## config.mk

```make
export PLATFORM = sky130hd
export DESIGN_NAME = bcc_counter
export DESIGN_NICKNAME = d
export VERILOG_FILES = /design/src/shared/bcc_pkg.sv /design/src/bcc_counter.sv
export SDC_FILE = /design/constraint.sdc
export NUM_CORES = 1
export LEC_CHECK = 0
export ABC_AREA = 1
export BUFFER_PORTS_ARGS = -buffer_cell sky130_fd_sc_hd__buf_2
export CAP_MARGIN = 30
export CELL_PAD_IN_SITES_DETAIL_PLACEMENT = 0
export CELL_PAD_IN_SITES_GLOBAL_PLACEMENT = 1
export CORE_ASPECT_RATIO = 0.7
export CORE_MARGIN = 5
export CORE_UTILIZATION = 43
export DETAILED_ROUTE_END_ITERATION = 7
export PLACE_DENSITY_LB_ADDON = 0.1
export SLEW_MARGIN = 20
export SYNTH_ARGS = -nofsm -noshare
export SYNTH_HDL_FRONTEND = slang
export SYNTH_SLANG_ARGS = --single-unit
```

## constraint.sdc

```tcl
create_clock -name i_clk -period 2 [get_ports i_clk]
set_input_delay 0.1 -clock i_clk [delete_from_list [all_inputs] [get_ports i_clk]]
set_output_delay 0.1 -clock i_clk [all_outputs]
set_load 0.01 [all_outputs]
```

## src/shared/bcc_pkg.sv

```systemverilog
// Constants, register map and carrier types for the BCD time and calendar counter.
// Assumes a single 20 MHz system clock; every other rate is derived from it.
`default_nettype none

package bcc_pkg;

	////////////////////////////////////////////////////////////////////////////
	// Timing
	localparam int CLK_HZ = 20_000_000; // System clock rate in Hz
	localparam int STEP_MS = 10; // Period of one hundredth step in ms
	localparam int STEP_CYCLES = CLK_HZ / 1000 * STEP_MS; // Cycles per hundredth

	////////////////////////////////////////////////////////////////////////////
	// Register offsets
	localparam logic [7:0] ADDR_SEC = 8'h00;
	localparam logic [7:0] ADDR_MIN = 8'h01;
	localparam logic [7:0] ADDR_HOUR = 8'h02;
	localparam logic [7:0] ADDR_WDAY = 8'h03;
	localparam logic [7:0] ADDR_DATE = 8'h04;
	localparam logic [7:0] ADDR_MONTH = 8'h05;
	localparam logic [7:0] ADDR_YEAR = 8'h06;
	localparam logic [7:0] ADDR_CTRL = 8'h0F;
	localparam logic [7:0] ADDR_HUND = 8'h10;
	localparam logic [7:0] ADDR_EXT_SEC = 8'h11;
	localparam logic [7:0] ADDR_EXT_MIN = 8'h12;
	localparam logic [7:0] ADDR_EXT_HOUR = 8'h13;
	localparam logic [7:0] ADDR_EXT_WDAY = 8'h14;
	localparam logic [7:0] ADDR_EXT_DATE = 8'h15;
	localparam logic [7:0] ADDR_EXT_MONTH = 8'h16;
	localparam logic [7:0] ADDR_EXT_YEAR = 8'h17;
	localparam logic [7:0] ADDR_HUND_SNAP = 8'h20;
	localparam logic [7:0] ADDR_SEC_SNAP = 8'h21;
	localparam logic [7:0] ADDR_TRIM = 8'h2C;
	localparam logic [7:0] ADDR_EVT = 8'h2F;

	////////////////////////////////////////////////////////////////////////////
	// Writable bit masks; cleared bits read as zero
	localparam logic [7:0] MASK_SEC = 8'h7F;
	localparam logic [7:0] MASK_MIN = 8'h7F;
	localparam logic [7:0] MASK_HOUR = 8'h3F;
	localparam logic [7:0] MASK_WDAY = 8'h7F;
	localparam logic [7:0] MASK_DATE = 8'h3F;
	localparam logic [7:0] MASK_MONTH = 8'h1F;
	localparam logic [7:0] MASK_YEAR = 8'hFF;
	localparam logic [7:0] MASK_TRIM = 8'h0F;
	localparam logic [7:0] MASK_EVT = 8'hF1;

	////////////////////////////////////////////////////////////////////////////
	// Bit positions
	localparam int GEN_RESET_BIT = 0; // General reset bit in control register
	localparam int EVENT_CLEAR_BIT_BIT = 0; // Event reset bit
	localparam int ECP_BIT = 7; // Capture enable bit
	localparam int EHL_BIT = 6; // Event level select bit

	////////////////////////////////////////////////////////////////////////////
	// BCD limits
	localparam logic [7:0] BCD_00 = 8'h00;
	localparam logic [7:0] BCD_01 = 8'h01;
	localparam logic [7:0] BCD_99 = 8'h99;
	localparam logic [7:0] BCD_59 = 8'h59;
	localparam logic [7:0] BCD_23 = 8'h23;
	localparam logic [7:0] BCD_12 = 8'h12;
	localparam logic [7:0] BCD_31 = 8'h31;
	localparam logic [7:0] BCD_30 = 8'h30;
	localparam logic [7:0] BCD_29 = 8'h29;
	localparam logic [7:0] BCD_28 = 8'h28;
	localparam logic [7:0] BCD_FEB = 8'h02;
	localparam logic [7:0] BCD_APR = 8'h04;
	localparam logic [7:0] BCD_JUN = 8'h06;
	localparam logic [7:0] BCD_SEP = 8'h09;
	localparam logic [7:0] BCD_NOV = 8'h11;
	localparam logic [3:0] BCD_NINE = 4'h9;
	localparam logic [7:0] WDAY_FIRST = 8'h01; // Sunday
	localparam logic [7:0] WDAY_LAST = 8'h40; // Saturday

	////////////////////////////////////////////////////////////////////////////
	// Serial byte roles
	localparam logic [1:0] K_ADDR = 2'h0;
	localparam logic [1:0] K_PTR = 2'h1;
	localparam logic [1:0] K_DATA = 2'h2;
	localparam logic [2:0] LAST_BIT = 3'h7;

	////////////////////////////////////////////////////////////////////////////
	// Carrier types
	typedef struct packed {
		logic [7:0] hund;
		logic [7:0] sec;
		logic [7:0] min;
		logic [7:0] hour;
		logic [7:0] wday;
		logic [7:0] date;
		logic [7:0] month;
		logic [7:0] year;
	} bcc_time_t;

	typedef struct packed {
		logic en;
		logic [7:0] addr;
		logic [7:0] data;
	} bcc_wr_t;

	// Reset time: 00:00:00.00, Sunday, 01-01-01
	localparam bcc_time_t TIME_RESET = '{8'h00, 8'h00, 8'h00, 8'h00, 8'h01, 8'h01, 8'h01, 8'h01};
	localparam logic [7:0] TRIM_RESET = 8'h00;

endpackage : bcc_pkg

`default_nettype wire

```

## src/bcc_counter.sv

```systemverilog
// BCD time and calendar counter with a serial two-wire register port.
// Assumes SCL and SDA arrive as raw pin levels; SDA is open drain, resolved outside.
`default_nettype none

// How it works
// - Hundredths count BCD 00-99, carry on wrap
// - Seconds count BCD 00-59, carry on wrap
// - Minutes count BCD 00-59, carry on wrap
// - Hours 00-23, wrap advances weekday and date
// - All fields but weekday packed BCD, tens upper nibble
// - Unused upper bits ignore writes, read zero
// - Weekday one-hot bit rotates left, 6 wraps
// - Sunday bit 0 to Saturday bit 6
// - Calendar correct from 2001 through 2099
// - Year divisible by four: February has 29
// - Month lengths 31, 30, or 28
// - Date, month, year BCD in 6,5,8 bits
// - Hundredths and seconds capture registers readable
// - Four-bit trim, upper zero, resets to zero
// - Event control: enable, level, reset
// - Basic and extension addresses share counters
// - Seconds write or resets clear hundredths
// - Month counts 01-12, wrap advances year
// - Year counts BCD 00-99 then wraps
module bcc_counter #(
	parameter int STEP_CYCLES = bcc_pkg::STEP_CYCLES, // Cycles per hundredth step
	parameter logic [6:0] DEV_ADDR = 7'h2A // Serial slave address, value arbitrary
) (
	input wire logic i_clk,
	input wire logic i_nrst,
	input wire logic i_scl,
	input wire logic i_sda,
	output logic o_sda,
	output logic o_sda_oe,
	input wire logic i_event
);
	import bcc_pkg::*;

	localparam int DIV_W = $clog2(STEP_CYCLES);
	localparam logic [DIV_W-1:0] DIV_LAST = DIV_W'(STEP_CYCLES - 1);

	typedef enum {ST_IDLE, ST_RX, ST_ACK, ST_TX, ST_TXACK} bcc_state_t;

	bcc_time_t t; // Live counters
	bcc_time_t next_t; // Counters after one step
	logic [7:0] trim; // Oscillator offset trim
	logic [7:0] evt; // Event control
	logic [7:0] hund_snap; // Captured hundredths
	logic [7:0] sec_snap; // Captured seconds
	logic [DIV_W-1:0] div; // Step divider
	logic step_pend; // Step waiting for a write-free cycle
	logic advance; // Step applied this cycle
	logic c_sec, c_min, c_hour, c_day, c_month, c_year; // Carries
	bcc_wr_t wr; // Host write strobe
	logic [2:0] scl_sync, sda_sync, evt_sync; // Pin synchronisers plus one delay stage
	logic scl_rise, scl_fall, start_cond, stop_cond, evt_edge;
	bcc_state_t st; // Serial engine state
	logic [1:0] kind; // Role of byte being received
	logic [2:0] cnt; // Bit counter
	logic [7:0] sh; // Receive shift register
	logic [7:0] txsh; // Transmit shift register
	logic [7:0] ptr; // Register pointer
	logic rw; // Read transfer
	logic byte_done; // Eight bits received
	logic [7:0] rd_byte; // Register byte at the pointer

	////////////////////////////////////////////////////////////////////////////
	// Helpers
	// BCD increment of a two-digit byte
	function automatic logic [7:0] bcd_inc(input logic [7:0] v);
		if (v[3:0] == BCD_NINE)
			return {v[7:4] + 4'h1, 4'h0};
		return {v[7:4], v[3:0] + 4'h1};
	endfunction

	// Last date of month; year multiple of four is leap, valid 2001..2099
	function automatic logic [7:0] month_last(input logic [7:0] m, input logic [7:0] y);
		logic leap;
		leap = (y[1:0] == {y[4], 1'b0});
		case (m)
			BCD_FEB: return leap ? BCD_29 : BCD_28;
			BCD_APR, BCD_JUN, BCD_SEP, BCD_NOV: return BCD_30;
			default: return BCD_31;
		endcase
	endfunction

	// Register read map
	function automatic logic [7:0] reg_read(input logic [7:0] a);
		case (a)
			ADDR_SEC, ADDR_EXT_SEC: return t.sec;
			ADDR_MIN, ADDR_EXT_MIN: return t.min;
			ADDR_HOUR, ADDR_EXT_HOUR: return t.hour;
			ADDR_WDAY, ADDR_EXT_WDAY: return t.wday;
			ADDR_DATE, ADDR_EXT_DATE: return t.date;
			ADDR_MONTH, ADDR_EXT_MONTH: return t.month;
			ADDR_YEAR, ADDR_EXT_YEAR: return t.year;
			ADDR_HUND: return t.hund;
			ADDR_HUND_SNAP: return hund_snap;
			ADDR_SEC_SNAP: return sec_snap;
			ADDR_TRIM: return trim;
			ADDR_EVT: return evt;
			default: return BCD_00; // Unmapped reads zero
		endcase
	endfunction
	always_comb rd_byte = reg_read(ptr); // Process, not assign, so counter changes are seen

	////////////////////////////////////////////////////////////////////////////
	// Time base

	// Divider making the 100 Hz step
	always_ff @(posedge i_clk or negedge i_nrst) begin
		if (!i_nrst) begin
			div <= '0;
		end else if (div == DIV_LAST) begin
			div <= '0;
		end else begin
			div <= div + 1'b1;
		end
	end

	// Step held off during a host write so the written field is not torn
	always_ff @(posedge i_clk or negedge i_nrst) begin
		if (!i_nrst) begin
			step_pend <= 1'b0;
		end else if (div == DIV_LAST) begin
			step_pend <= 1'b1;
		end else if (advance) begin
			step_pend <= 1'b0;
		end
	end

	assign advance = step_pend && !wr.en;

	////////////////////////////////////////////////////////////////////////////
	// Ripple of carries within one step
	always_comb begin
		next_t = t;
		c_sec = 1'b0;
		c_min = 1'b0;
		c_hour = 1'b0;
		c_day = 1'b0;
		c_month = 1'b0;
		c_year = 1'b0;
		if (advance) begin
			c_sec = (t.hund == BCD_99);
			next_t.hund = c_sec ? BCD_00 : bcd_inc(t.hund);
		end
		if (c_sec) begin
			c_min = (t.sec == BCD_59);
			next_t.sec = c_min ? BCD_00 : bcd_inc(t.sec);
		end
		if (c_min) begin
			c_hour = (t.min == BCD_59);
			next_t.min = c_hour ? BCD_00 : bcd_inc(t.min);
		end
		if (c_hour) begin
			c_day = (t.hour == BCD_23);
			next_t.hour = c_day ? BCD_00 : bcd_inc(t.hour);
		end
		if (c_day) begin
			// Rotate weekday; Saturday wraps to Sunday
			next_t.wday = {1'b0, t.wday[5:0], t.wday[6]};
			c_month = (t.date == month_last(t.month, t.year));
			next_t.date = c_month ? BCD_01 : bcd_inc(t.date);
		end
		if (c_month) begin
			c_year = (t.month == BCD_12);
			next_t.month = c_year ? BCD_01 : bcd_inc(t.month);
		end
		if (c_year) begin
			next_t.year = (t.year == BCD_99) ? BCD_00 : bcd_inc(t.year);
		end
	end

	////////////////////////////////////////////////////////////////////////////
	// Counters and their host writes; masks keep unused bits at zero
	always_ff @(posedge i_clk or negedge i_nrst) begin
		if (!i_nrst) begin
			t <= TIME_RESET;
		end else if (wr.en) begin
			case (wr.addr)
				ADDR_SEC, ADDR_EXT_SEC: begin
					t.sec <= wr.data & MASK_SEC;
					t.hund <= BCD_00;
				end
				ADDR_MIN, ADDR_EXT_MIN: t.min <= wr.data & MASK_MIN;
				ADDR_HOUR, ADDR_EXT_HOUR: t.hour <= wr.data & MASK_HOUR;
				ADDR_WDAY, ADDR_EXT_WDAY: t.wday <= wr.data & MASK_WDAY;
				ADDR_DATE, ADDR_EXT_DATE: t.date <= wr.data & MASK_DATE;
				ADDR_MONTH, ADDR_EXT_MONTH: t.month <= wr.data & MASK_MONTH;
				ADDR_YEAR, ADDR_EXT_YEAR: t.year <= wr.data & MASK_YEAR;
				ADDR_CTRL: begin
					// Only the general reset bit acts here
					if (wr.data[GEN_RESET_BIT])
						t.hund <= BCD_00;
				end
				ADDR_EVT: begin
					if (wr.data[EVENT_CLEAR_BIT_BIT])
						t.hund <= BCD_00;
				end
				default: ; // Hundredths and snapshots are read only
			endcase
		end else begin
			t <= next_t;
		end
	end

	// Trim register, cleared only by power-on reset
	always_ff @(posedge i_clk or negedge i_nrst) begin
		if (!i_nrst) begin
			trim <= TRIM_RESET;
		end else if (wr.en && wr.addr == ADDR_TRIM) begin
			trim <= wr.data & MASK_TRIM;
		end
	end

	// Event control register
	always_ff @(posedge i_clk or negedge i_nrst) begin
		if (!i_nrst) begin
			evt <= BCD_00;
		end else if (wr.en && wr.addr == ADDR_EVT) begin
			evt <= wr.data & MASK_EVT;
		end
	end

	////////////////////////////////////////////////////////////////////////////
	// Pin synchronisers; stage 0 feeds only stage 1
	always_ff @(posedge i_clk or negedge i_nrst) begin
		if (!i_nrst) begin
			scl_sync <= 3'h7;
			sda_sync <= 3'h7;
			evt_sync <= 3'h0;
		end else begin
			scl_sync <= {scl_sync[1:0], i_scl};
			sda_sync <= {sda_sync[1:0], i_sda};
			evt_sync <= {evt_sync[1:0], i_event};
		end
	end

	assign scl_rise = scl_sync[1] && !scl_sync[2];
	assign scl_fall = !scl_sync[1] && scl_sync[2];
	assign start_cond = scl_sync[1] && scl_sync[2] && sda_sync[2] && !sda_sync[1];
	assign stop_cond = scl_sync[1] && scl_sync[2] && !sda_sync[2] && sda_sync[1];
	// Level select high picks the rising edge, low the falling edge
	assign evt_edge = (evt_sync[1] != evt_sync[2]) && (evt_sync[1] == evt[EHL_BIT]);

	////////////////////////////////////////////////////////////////////////////
	// Capture of hundredths and seconds on an enabled event edge
	always_ff @(posedge i_clk or negedge i_nrst) begin
		if (!i_nrst) begin
			hund_snap <= BCD_00;
			sec_snap <= BCD_00;
		end else if (evt_edge && evt[ECP_BIT]) begin
			hund_snap <= t.hund;
			sec_snap <= t.sec;
		end
	end

	////////////////////////////////////////////////////////////////////////////
	// Serial slave: address, pointer, then data bytes with auto increment.
	// SDA changes only after SCL falls, so it is stable while SCL is high.
	always_ff @(posedge i_clk or negedge i_nrst) begin
		if (!i_nrst) begin
			st <= ST_IDLE;
			kind <= K_ADDR;
			cnt <= '0;
			sh <= '0;
			txsh <= '0;
			ptr <= '0;
			rw <= 1'b0;
			byte_done <= 1'b0;
			o_sda_oe <= 1'b0;
			wr <= '0;
		end else begin
			wr.en <= 1'b0;
			if (start_cond) begin
				st <= ST_RX;
				kind <= K_ADDR;
				cnt <= '0;
				byte_done <= 1'b0;
				o_sda_oe <= 1'b0;
			end else if (stop_cond) begin
				st <= ST_IDLE;
				o_sda_oe <= 1'b0;
			end else if (scl_rise) begin
				if (st == ST_RX) begin
					sh <= {sh[6:0], sda_sync[1]};
					cnt <= cnt + 1'b1;
					byte_done <= (cnt == LAST_BIT);
				end else if (st == ST_TXACK && sda_sync[1]) begin
					st <= ST_IDLE; // Master refused more data
				end
			end else if (scl_fall) begin
				case (st)
					ST_RX: begin
						if (byte_done) begin
							byte_done <= 1'b0;
							st <= ST_ACK;
							o_sda_oe <= 1'b1; // Acknowledge by pulling low
							if (kind == K_ADDR) begin
								rw <= sh[0];
								if (sh[7:1] != DEV_ADDR) begin
									st <= ST_IDLE;
									o_sda_oe <= 1'b0;
								end
							end else if (kind == K_PTR) begin
								ptr <= sh;
							end else begin
								wr <= '{1'b1, ptr, sh};
								ptr <= ptr + 1'b1;
							end
						end
					end
					ST_ACK: begin
						if (kind == K_ADDR && rw) begin
							txsh <= {rd_byte[6:0], 1'b0};
							o_sda_oe <= !rd_byte[7];
							ptr <= ptr + 1'b1;
							cnt <= '0;
							st <= ST_TX;
						end else begin
							o_sda_oe <= 1'b0;
							kind <= (kind == K_ADDR) ? K_PTR : K_DATA;
							cnt <= '0;
							st <= ST_RX;
						end
					end
					ST_TX: begin
						if (cnt == LAST_BIT) begin
							o_sda_oe <= 1'b0; // Release for master acknowledge
							st <= ST_TXACK;
						end else begin
							o_sda_oe <= !txsh[7];
							txsh <= {txsh[6:0], 1'b0};
							cnt <= cnt + 1'b1;
						end
					end
					ST_TXACK: begin
						txsh <= {rd_byte[6:0], 1'b0};
						o_sda_oe <= !rd_byte[7];
						ptr <= ptr + 1'b1;
						cnt <= '0;
						st <= ST_TX;
					end
					default: st <= ST_IDLE;
				endcase
			end
		end
	end

	assign o_sda = 1'b0; // Open drain: only ever pulls low

	////////////////////////////////////////////////////////////////////////////
	// Checks
	hund_wrap_a: assert property (@(posedge i_clk) disable iff (!i_nrst)
		(advance && t.hund == BCD_99) |=> (t.hund == BCD_00 && t.sec != $past(t.sec)))
		else $error("hundredths did not wrap with carry");
	sec_wrap_a: assert property (@(posedge i_clk) disable iff (!i_nrst)
		(advance && t.hund == BCD_99 && t.sec == BCD_59) |=> (t.sec == BCD_00))
		else $error("seconds did not wrap at 59");
	min_wrap_a: assert property (@(posedge i_clk) disable iff (!i_nrst)
		(c_min && t.min == BCD_59) |=> (t.min == BCD_00 && t.hour != $past(t.hour)))
		else $error("minutes did not wrap at 59");
	hour_wrap_a: assert property (@(posedge i_clk) disable iff (!i_nrst)
		(c_hour && t.hour == BCD_23) |=> (t.hour == BCD_00 && t.wday != $past(t.wday)))
		else $error("hour wrap missed weekday step");
	unused_bits_a: assert property (@(posedge i_clk) disable iff (!i_nrst)
		(t.sec[7] == 1'b0 && t.hour[7:6] == 2'h0 && t.date[7:6] == 2'h0 && t.month[7:5] == 3'h0))
		else $error("unused field bit set");
	wday_rotate_a: assert property (@(posedge i_clk) disable iff (!i_nrst)
		(c_day && t.wday == WDAY_LAST) |=> (t.wday == WDAY_FIRST))
		else $error("weekday did not wrap to Sunday");
	leap_feb_a: assert property (@(posedge i_clk) disable iff (!i_nrst)
		(c_day && t.month == BCD_FEB && t.date == BCD_28 && t.year[1:0] == {t.year[4], 1'b0})
		|=> (t.date == BCD_29))
		else $error("leap February skipped the 29th");
	short_month_a: assert property (@(posedge i_clk) disable iff (!i_nrst)
		(c_day && t.month == BCD_APR && t.date == BCD_30) |=> (t.date == BCD_01 && t.month == BCD_APR + 8'h01))
		else $error("thirty-day month overran");
	month_wrap_a: assert property (@(posedge i_clk) disable iff (!i_nrst)
		(c_month && t.month == BCD_12) |=> (t.month == BCD_01 && t.year != $past(t.year)))
		else $error("December did not roll the year");
	hund_clear_a: assert property (@(posedge i_clk) disable iff (!i_nrst)
		(wr.en && (wr.addr == ADDR_SEC || wr.addr == ADDR_EXT_SEC)) |=> (t.hund == BCD_00))
		else $error("seconds write left hundredths set");
	mirror_map_a: assert property (@(posedge i_clk) disable iff (!i_nrst)
		(wr.en && wr.addr == ADDR_EXT_MIN) |=> (t.min == ($past(wr.data) & MASK_MIN)))
		else $error("mirror write missed the counter");
	trim_upper_a: assert property (@(posedge i_clk) disable iff (!i_nrst)
		(trim[7:4] == 4'h0 && evt[3:1] == 3'h0))
		else $error("trim or event reserved bit set");

endmodule // bcc_counter

`default_nettype wire

```

==> reports/qor.csv, run 1 <==
stage,metric,value,unit
setup_path,required time at the endpoint of the critical path,2.39,ns
placed_design,cell count after placement,1628,
placed_design,final HPWL from detailed placement,20.6,mm
power_and_ir_drop,Switch Pwr,1.83,mW
drt,DRC violation count after routing,0,
run,max_cap viols,0,
grt,number of antenna violations at the first check in global routing,0,
floorplanning,Die Area,25300,um^2
timing,Fmax,0.526,GHz
layout,filler-free cell count of the finished design,1671,
drt,total number of vias,8648,
synthesis,area share of the largest cell type after synthesis,0.413,
grt,all-layer global routing usage,0.226,
power_and_ir_drop,leakage component of the power,5.44,nW
cts,number of clock buffers inserted by TritonCTS,17,
synthesis,share of synthesized registers carrying an async set or reset,1.00,
floorplanning,initial standard-cell utilization of the core,0.438,
drt,violation count after the first detailed-routing iteration,836,
synthesis,cell count after synthesis,1259,
outcome,run status,finished clean,
synthesis,top cell types by occurrence after synthesis,"sky130_fd_sc_hd__nand2_1, sky130_fd_sc_hd__dfrtp_1, sky130_fd_sc_hd__o21ai_0",
placed_design,input/output buffers,5,
setup_path,critical path arrival,2.29,ns
layout,ratio of cells with drive above 1 in the final layout,0.184,
power_and_ir_drop,sequential power share,0.487,
synthesis,most used flip-flop cell after synthesis,sky130_fd_sc_hd__dfrtp_1,
synthesis,flop and latch count out of synthesis,167,
floorplanning,I/O Pins,7,
layout,total of fill cells in the finished design,2120,
cts,clock tree buffer depth,2,
floorplanning,floorplan die width,188,um
cts,TritonCTS clock tree,built,
cts,source-to-sink clock delay at the later pin of the worst-skew pair,0.45,ns
grt,vias in the first global route,8129,
drt,vias per cell,5.18,
power_and_ir_drop,clock share of power,0.474,
drt,post-route ant nets,0,
grt,grt total ovfl,0,
synthesis,post-synth cell types,49,
power_and_ir_drop,Int Power,5.32,mW
power_and_ir_drop,proportion of total power due to net switching,0.256,
setup_path,critical path endpoint category,flop,
timing,share of the clock period used by the worst path after layout,0.951,
cts,Clock Pin Slew Worst Setup and Hold Paths,0.07,ns
grt,wire length of the first global-routing pass,44.9,mm
layout,Final nets,1408,
power_and_ir_drop,fraction of power consumed by combinational cells,0.039,
cts,Num Clock Sinks,167,
drt,number of detailed-route iterations in the first pass,6,
grt,pin count of the biggest net entering global routing,48,
timing,number of endpoints with negative hold slack in the final report,0,
setup_path,category of the critical setup timing path,flop to flop,
drt,post-detailed-route wirelength per cell,16.7,um
synthesis,library cell with the highest instance count after synthesis,sky130_fd_sc_hd__nand2_1,
timing,minimum period implied by the final worst setup slack,1.90,ns
power_and_ir_drop,total power after layout,7.15,mW
worst_hold_path,Hold Path Class,primary input to async pin,
synthesis,sequential share of the synthesized area,0.440,
floorplanning,Die Ht,134,um
floorplanning,standard cell core area,21700,um^2
setup_path,kind of start point of the critical path,flop,
floorplanning,Std-Cell Rows,45,
placed_design,GP Congestion,0.931,
layout,total inserted antenna cells,0,
placed_design,Place WS,-0.147,ns
power_and_ir_drop,ratio of total power to cell area,619,nW/um^2
timing,setup slack after layout,0.0983,ns
drt,total wirelength of the detailed-routed design,27.9,mm
timing,number of pins exceeding their max-slew limit in the final report,0,
synthesis,Synth area leader,sky130_fd_sc_hd__dfrtp_1,
synthesis,number of flops mapped to enable cells by yosys,0,
synthesis,number of synthesis warnings,0,
synthesis,cell types with the largest area share after synthesis,"sky130_fd_sc_hd__dfrtp_1, sky130_fd_sc_hd__nand2_1, sky130_fd_sc_hd__o21ai_0",
power_and_ir_drop,worst vdd ir,0.581,mV
setup_path,Crit Path Max Fanout,4,
timing,slew at the pin with the worst max-slew slack,0.503,ns
cts,CTS root buffer,sky130_fd_sc_hd__clkbuf_16,
timing,unrepaired setup endpoints after global routing,yes,
synthesis,Post-Syn Nets,1291,
layout,Layout Area Growth over Synthesis,21.3,%
timing,worst slew slack as a fraction of its limit,0.664,
synthesis,mean post-synth cell area,7.56,um^2
timing,Clock Skews,0.0128,ns
timing,final count of negative-setup-slack endpoints,0,
cts,Max H-tree Level,4,
synthesis,cell area after technology mapping,9520,um^2
==> final timing paths <==
path	start	end	slack (ns)	cells past startpoint
setup reg to reg	wr[16]	t[6]	0.1	10
hold / removal	i_nrst	wr[5]	0.09	2
hold reg to reg	evt_sync[0]	evt_sync[1]	0.35	0
max in group asynchronous	i_nrst	wr[8]	1.18	3
min in group i_clk	i_scl	scl_sync[0]	0.30	2
setup / recovery	wr[16]	t[6]	0.1	10
==> placed cells by master (no fill, tap or decap), types with 5 or more instances in the layout <==
cell                           n
sky130_fd_sc_hd__xnor2_1       9
sky130_fd_sc_hd__o22ai_1      11
sky130_fd_sc_hd__nor3_1       24
sky130_fd_sc_hd__ha_1         23
sky130_fd_sc_hd__nand2_2      17
sky130_fd_sc_hd__nand2_1     330
sky130_fd_sc_hd__inv_2        14
sky130_fd_sc_hd__o21ai_0     133
sky130_fd_sc_hd__dfstp_2      10
sky130_fd_sc_hd__xor2_1       22
sky130_fd_sc_hd__buf_12        5
sky130_fd_sc_hd__buf_6         6
sky130_fd_sc_hd__nor2_4       12
sky130_fd_sc_hd__mux2_2        6
sky130_fd_sc_hd__inv_1       130
sky130_fd_sc_hd__a31oi_1       9
sky130_fd_sc_hd__nand3_1      73
sky130_fd_sc_hd__nand3_2       5
sky130_fd_sc_hd__clkbuf_16    17
sky130_fd_sc_hd__o21ai_1       8
sky130_fd_sc_hd__inv_8         5
sky130_fd_sc_hd__nor2_2       19
sky130_fd_sc_hd__nor2_1      108
sky130_fd_sc_hd__inv_6         5
sky130_fd_sc_hd__buf_4        96
sky130_fd_sc_hd__nand4_1      17
sky130_fd_sc_hd__a21oi_1      47
sky130_fd_sc_hd__dfrtp_1     156
sky130_fd_sc_hd__clkinvlp_4    5
==> worst max-delay path, cell delays in order, from the launching register on <==
cell,delay (ns)
sky130_fd_sc_hd__dfrtp_1,0.43
sky130_fd_sc_hd__nor2_4,0.18
sky130_fd_sc_hd__inv_1,0.10
sky130_fd_sc_hd__nor3_4,0.28
sky130_fd_sc_hd__nand3_4,0.15
sky130_fd_sc_hd__nor2_4,0.16
sky130_fd_sc_hd__nand4_2,0.11
sky130_fd_sc_hd__nand2_2,0.15
sky130_fd_sc_hd__buf_4,0.14
sky130_fd_sc_hd__nand3_1,0.07
sky130_fd_sc_hd__nand2_1,0.08
==> layout make-up <==
cell class	instances	area (um^2)	area share
Multi-Input combinational cell	929	4910	0.425
Sequential cell	167	4190	0.363
Timing Repair Buffer	115	948	0.0822
Inverter	145	548	0.0475
Clock buffer	18	429	0.0372
Tap cell	282	353	0.0306
Clock inverter	14	153	0.0132
Timing Repair inverter	1	7.51	0.000651
==> stage by stage <==
stage | hold WS (ns) | utilization | setup TNS (ns) | cell area (um^2)
2_1_floorplan | -0.196 | - | 0 | 9520
3_3_place_gp | -0.00148 | 0.488 | -0.422 | 10600
3_5_place_dp | -0.00334 | 0.488 | -0.812 | 10600
4_1_cts | 0.0786 | 0.519 | 0 | 11300
5_1_grt | 0.121 | 0.531 | -0.0842 | 11500
6_report | 0.0945 | 0.531 | 0 | 11500
==> registers in the layout, summed over array words and instances (netlist names), 3 cells and up <==
name,count
st,3
txsh,7
sda_sync,3
evt,5
trim,4
evt_sync,3
sh,8
ptr,8
t,63
wr,17
scl_sync,3
div,18
hund_snap,8
cnt,3
sec_snap,8
==> per-layer routing <==
layer  global-route usage  wire, um  up-vias
met5                    0         0        -
met4               0.0550       357        0
met3               0.0424      1510       20
met2                0.313     11200      219
met1                0.359     14900     4051
li1                     -         -     4358
==> cells by family after synthesis <==
group | count (synthesis) | share of synthesized area
simple gates | 631 | 0.288
fa+ha+maj | 27 | 0.0355
compound gates | 233 | 0.134
mux | 6 | 0.00710
xor+xnor | 31 | 0.0285
other cells | 1 | 0.000394
buf+inv | 163 | 0.0663
flops | 167 | 0.440
==> power by group through the flow <==
stage / registers, mW / logic, mW / clock network (mW)
2_1_floorplan: 3.54 / 0.130 / 0
3_3_place_gp: 3.54 / 0.263 / 0
3_5_place_dp: 3.55 / 0.263 / 0
4_1_cts: 3.48 / 0.274 / 3.47
5_1_grt: 3.49 / 0.330 / 3.61
6_report: 3.48 / 0.276 / 3.39
==> repair_timing <==
item                                    in CTS  in global routing
buffers inserted                             1                  5
hold buffers                                 4                  0
gates resized for setup                     11                 64
hold endpoints to repair                   160                  0
pin swaps                                    3                 11
cloned                                       0                  1
endpoints found under the setup margin      20                 61
No activity file was read; power rests on OpenSTA's default activity.
==> run 2: changes to the inputs <==
Settings changed: ABC_AREA 1 to default, CORE_UTILIZATION 43 to 46, MAX_ROUTING_LAYER from default to met4.
==> reports/qor.csv, run 2 <==
stage,metric,value,unit
placed_design,Place WS,-0.467,ns
synthesis,post-synth cell types,89,
synthesis,sequential share of the synthesized area,0.428,
layout,ratio of cells with drive above 1 in the final layout,0.383,
power_and_ir_drop,total power after layout,7.14,mW
cts,TritonCTS clock tree,built,
grt,vias in the first global route,8888,
outcome,run status,"finished, violations left",
setup_path,critical path endpoint category,flop,
timing,slew at the pin with the worst max-slew slack,0.571,ns
layout,Largest register FFs,63,
synthesis,library cell with the highest instance count after synthesis,sky130_fd_sc_hd__dfrtp_1,
drt,total wirelength of the detailed-routed design,32.9,mm
placed_design,GP Congestion,0.960,
power_and_ir_drop,Switch Pwr,1.82,mW
synthesis,Synth area leader,sky130_fd_sc_hd__dfrtp_1,
floorplanning,initial standard-cell utilization of the core,0.470,
cts,source-to-sink clock delay at the later pin of the worst-skew pair,0.44,ns
drt,number of detailed-route iterations in the first pass,6,
grt,wire length of the first global-routing pass,51.7,mm
timing,smallest hold slack,0.217,ns
drt,total number of vias,9208,
layout,largest register by flop count,t,
layout,most used cells in the layout excluding fill and tap cells,"sky130_fd_sc_hd__buf_4, sky130_fd_sc_hd__dfrtp_1, sky130_fd_sc_hd__nand2_1, sky130_fd_sc_hd__o21ai_0, sky130_fd_sc_hd__nor2_1",
placed_design,placed instance area,11700,um^2
synthesis,top cell types by occurrence after synthesis,"sky130_fd_sc_hd__dfrtp_1, sky130_fd_sc_hd__nand2_1, sky130_fd_sc_hd__o21ai_0",
drt,post-detailed-route wirelength per cell,21.2,um
layout,Final nets,1297,
cts,Clock Pin Slew Worst Setup and Hold Paths,0.07,ns
power_and_ir_drop,clock share of power,0.479,
synthesis,area share of the largest cell type after synthesis,0.402,
cts,Num Clock Sinks,167,
power_and_ir_drop,Int Power,5.32,mW
power_and_ir_drop,sequential power share,0.486,
setup_path,required time at the endpoint of the critical path,2.33,ns
worst_hold_path,Hold Path Class,primary input to async pin,
grt,number of antenna violations at the first check in global routing,0,
synthesis,cell area after technology mapping,9780,um^2
timing,number of endpoints with negative hold slack in the final report,0,
synthesis,Post-Syn Nets,1081,
setup_path,critical path arrival,2.70,ns
timing,minimum period implied by the final worst setup slack,2.37,ns
synthesis,number of synthesis warnings,0,
layout,Top Registers,"t: 63 flops, div: 18 flops, wr: 17 flops",
drt,DRC violation count after routing,0,
cts,clock tree buffer depth,2,
layout,"most common cell after layout, fill and taps aside",sky130_fd_sc_hd__buf_4,
synthesis,number of flops mapped to enable cells by yosys,0,
floorplanning,Die Ht,132,um
timing,setup slack after layout,-0.370,ns
power_and_ir_drop,proportion of total power due to net switching,0.255,
placed_design,final HPWL from detailed placement,24.0,mm
cts,CTS root buffer,sky130_fd_sc_hd__clkbuf_16,
synthesis,mean post-synth cell area,9.32,um^2
grt,grt total ovfl,0,
layout,total inserted antenna cells,0,
power_and_ir_drop,fraction of power consumed by combinational cells,0.035,
timing,final sum of negative setup slack,-8.20,ns
placed_design,input/output buffers,5,
setup_path,worst reg2reg path depth,8,
run,max_cap viols,0,
synthesis,share of synthesized registers carrying an async set or reset,1.00,
drt,post-route ant nets,0,
synthesis,flop and latch count out of synthesis,167,
setup_path,kind of start point of the critical path,flop,
floorplanning,Std-Cell Rows,44,
cts,Max H-tree Level,4,
floorplanning,I/O Pins,7,
cts,number of clock buffers inserted by TritonCTS,17,
synthesis,most used flip-flop cell after synthesis,sky130_fd_sc_hd__dfrtp_1,
floorplanning,standard cell core area,20800,um^2
layout,Finished Cell Area,13400,um^2
drt,vias per cell,5.93,
timing,share of the clock period used by the worst path after layout,1.18,
floorplanning,floorplan die width,184,um
power_and_ir_drop,worst vdd ir,0.576,mV
power_and_ir_drop,ratio of total power to cell area,535,nW/um^2
timing,Fmax,0.422,GHz
power_and_ir_drop,leakage component of the power,6.00,nW
timing,number of pins exceeding their max-slew limit in the final report,0,
timing,Clock Skews,0.00975,ns
timing,unrepaired setup endpoints after global routing,yes,
layout,total of fill cells in the finished design,1741,
drt,violation count after the first detailed-routing iteration,998,
timing,final count of negative-setup-slack endpoints,46,
grt,pin count of the biggest net entering global routing,56,
grt,all-layer global routing usage,0.281,
setup_path,Crit Path Max Fanout,4,
setup_path,category of the critical setup timing path,flop to flop,
timing,worst slew slack as a fraction of its limit,0.619,
synthesis,cell types with the largest area share after synthesis,"sky130_fd_sc_hd__dfrtp_1, sky130_fd_sc_hd__mux2_2, sky130_fd_sc_hd__o21ai_0",
synthesis,cell count after synthesis,1049,
layout,Layout Area Growth over Synthesis,36.5,%
outcome,violations in the final reports,negative setup slack,
floorplanning,Die Area,24300,um^2
run 2: changes by cell type after synthesis, moves of 12 or more:
cell | previous run | this run
sky130_fd_sc_hd__clkbuf_1 | 12 | 32
sky130_fd_sc_hd__mux2_2 | 6 | 62
sky130_fd_sc_hd__a22oi_1 | 2 | 18
sky130_fd_sc_hd__nor2_1 | 125 | 78
sky130_fd_sc_hd__nand3_1 | 76 | 44
sky130_fd_sc_hd__o21ai_0 | 138 | 96
sky130_fd_sc_hd__and3_1 | 1 | 13
sky130_fd_sc_hd__inv_1 | 136 | 47
sky130_fd_sc_hd__nor2b_1 | 0 | 14
sky130_fd_sc_hd__nand2b_1 | 0 | 12
sky130_fd_sc_hd__nand2_1 | 340 | 106
run 2: final timing paths:
check,start,slack (ns),to
worst max-delay path,t[53],-0.37,t[3]
max in group asynchronous,i_nrst,1.09,byte_done
min in group i_clk,i_event,0.30,evt_sync[0]
worst min-delay path,i_nrst,0.22,div[8]
worst min register to register,evt_sync[0],0.35,evt_sync[1]
worst max register to register,t[53],-0.37,t[3]
run 2: power by group through the flow:
stage                     clock network (mW)  registers, mW  logic, mW
after global placement                     0           3.53      0.241
after CTS                               3.48           3.47      0.255
final                                   3.42           3.47      0.251
after detailed placement                   0           3.53      0.249
after global routing                    3.62           3.47      0.291
after floorplan                            0           3.52      0.121
run 2: repair_timing:
item | 4_1_cts | 5_1_grt
hold buffers | 4 | 0
pin swaps | 51 | 47
gates cloned | 3 | 0
resized for setup | 117 | 70
endpoints found under the setup margin | 50 | 65
hold endpoints to repair | 50 | 0
buffers inserted | 19 | 13
run 2: layout make-up:
| cell class | instances | area, um^2 | share of cell area |
|---|---|---|---|
| clock buffers | 17 | 425 | 0.0319 |
| flip-flops and latches | 167 | 4200 | 0.314 |
| multi-input cells | 785 | 5980 | 0.448 |
| repair buffers | 245 | 2040 | 0.152 |
| inverters | 49 | 189 | 0.0142 |
| well taps | 276 | 345 | 0.0259 |
| clock inverters | 15 | 175 | 0.0131 |
run 2: metal layers:
| metal | GRT usage | vias up | share of wire |
|---|---|---|---|
| met4 | 0.0542 | 0 | 0.016 |
| met3 | 0.0640 | 45 | 0.072 |
| met5 | - | - | 0 |
| met2 | 0.366 | 312 | 0.40 |
| li1 | - | 4275 | - |
| met1 | 0.443 | 4576 | 0.51 |
run 2: cells by family after synthesis:
kind of cell,Yosys count,synth area share
adder cells (fa/ha/maj),27,0.0345
AO/OA/AOI/OAI,292,0.195
other,1,0.000383
multiplexers,68,0.0780
AND/OR/NAND/NOR,374,0.201
XOR/XNOR,21,0.0207
buffers and inverters,99,0.0418
flip-flops,167,0.428
run 2: stage by stage:
step | util | cells
2_1_floorplan | - | 1049
3_3_place_gp | 0.564 | 1489
3_5_place_dp | 0.564 | 1489
4_1_cts | 0.626 | 1545
5_1_grt | 0.642 | 1554
6_report | 0.642 | 1554
run 2: worst max-delay path, stage by stage, from the launching register on:
cell and delay (ns):
sky130_fd_sc_hd__dfrtp_1 0.40, sky130_fd_sc_hd__inv_2 0.09, sky130_fd_sc_hd__ha_4 0.14, sky130_fd_sc_hd__nand3b_4 0.09, sky130_fd_sc_hd__nor4_4 0.39, sky130_fd_sc_hd__nand2b_4 0.10
sky130_fd_sc_hd__or4_4 0.53, sky130_fd_sc_hd__o21a_4 0.23, sky130_fd_sc_hd__mux2_4 0.29
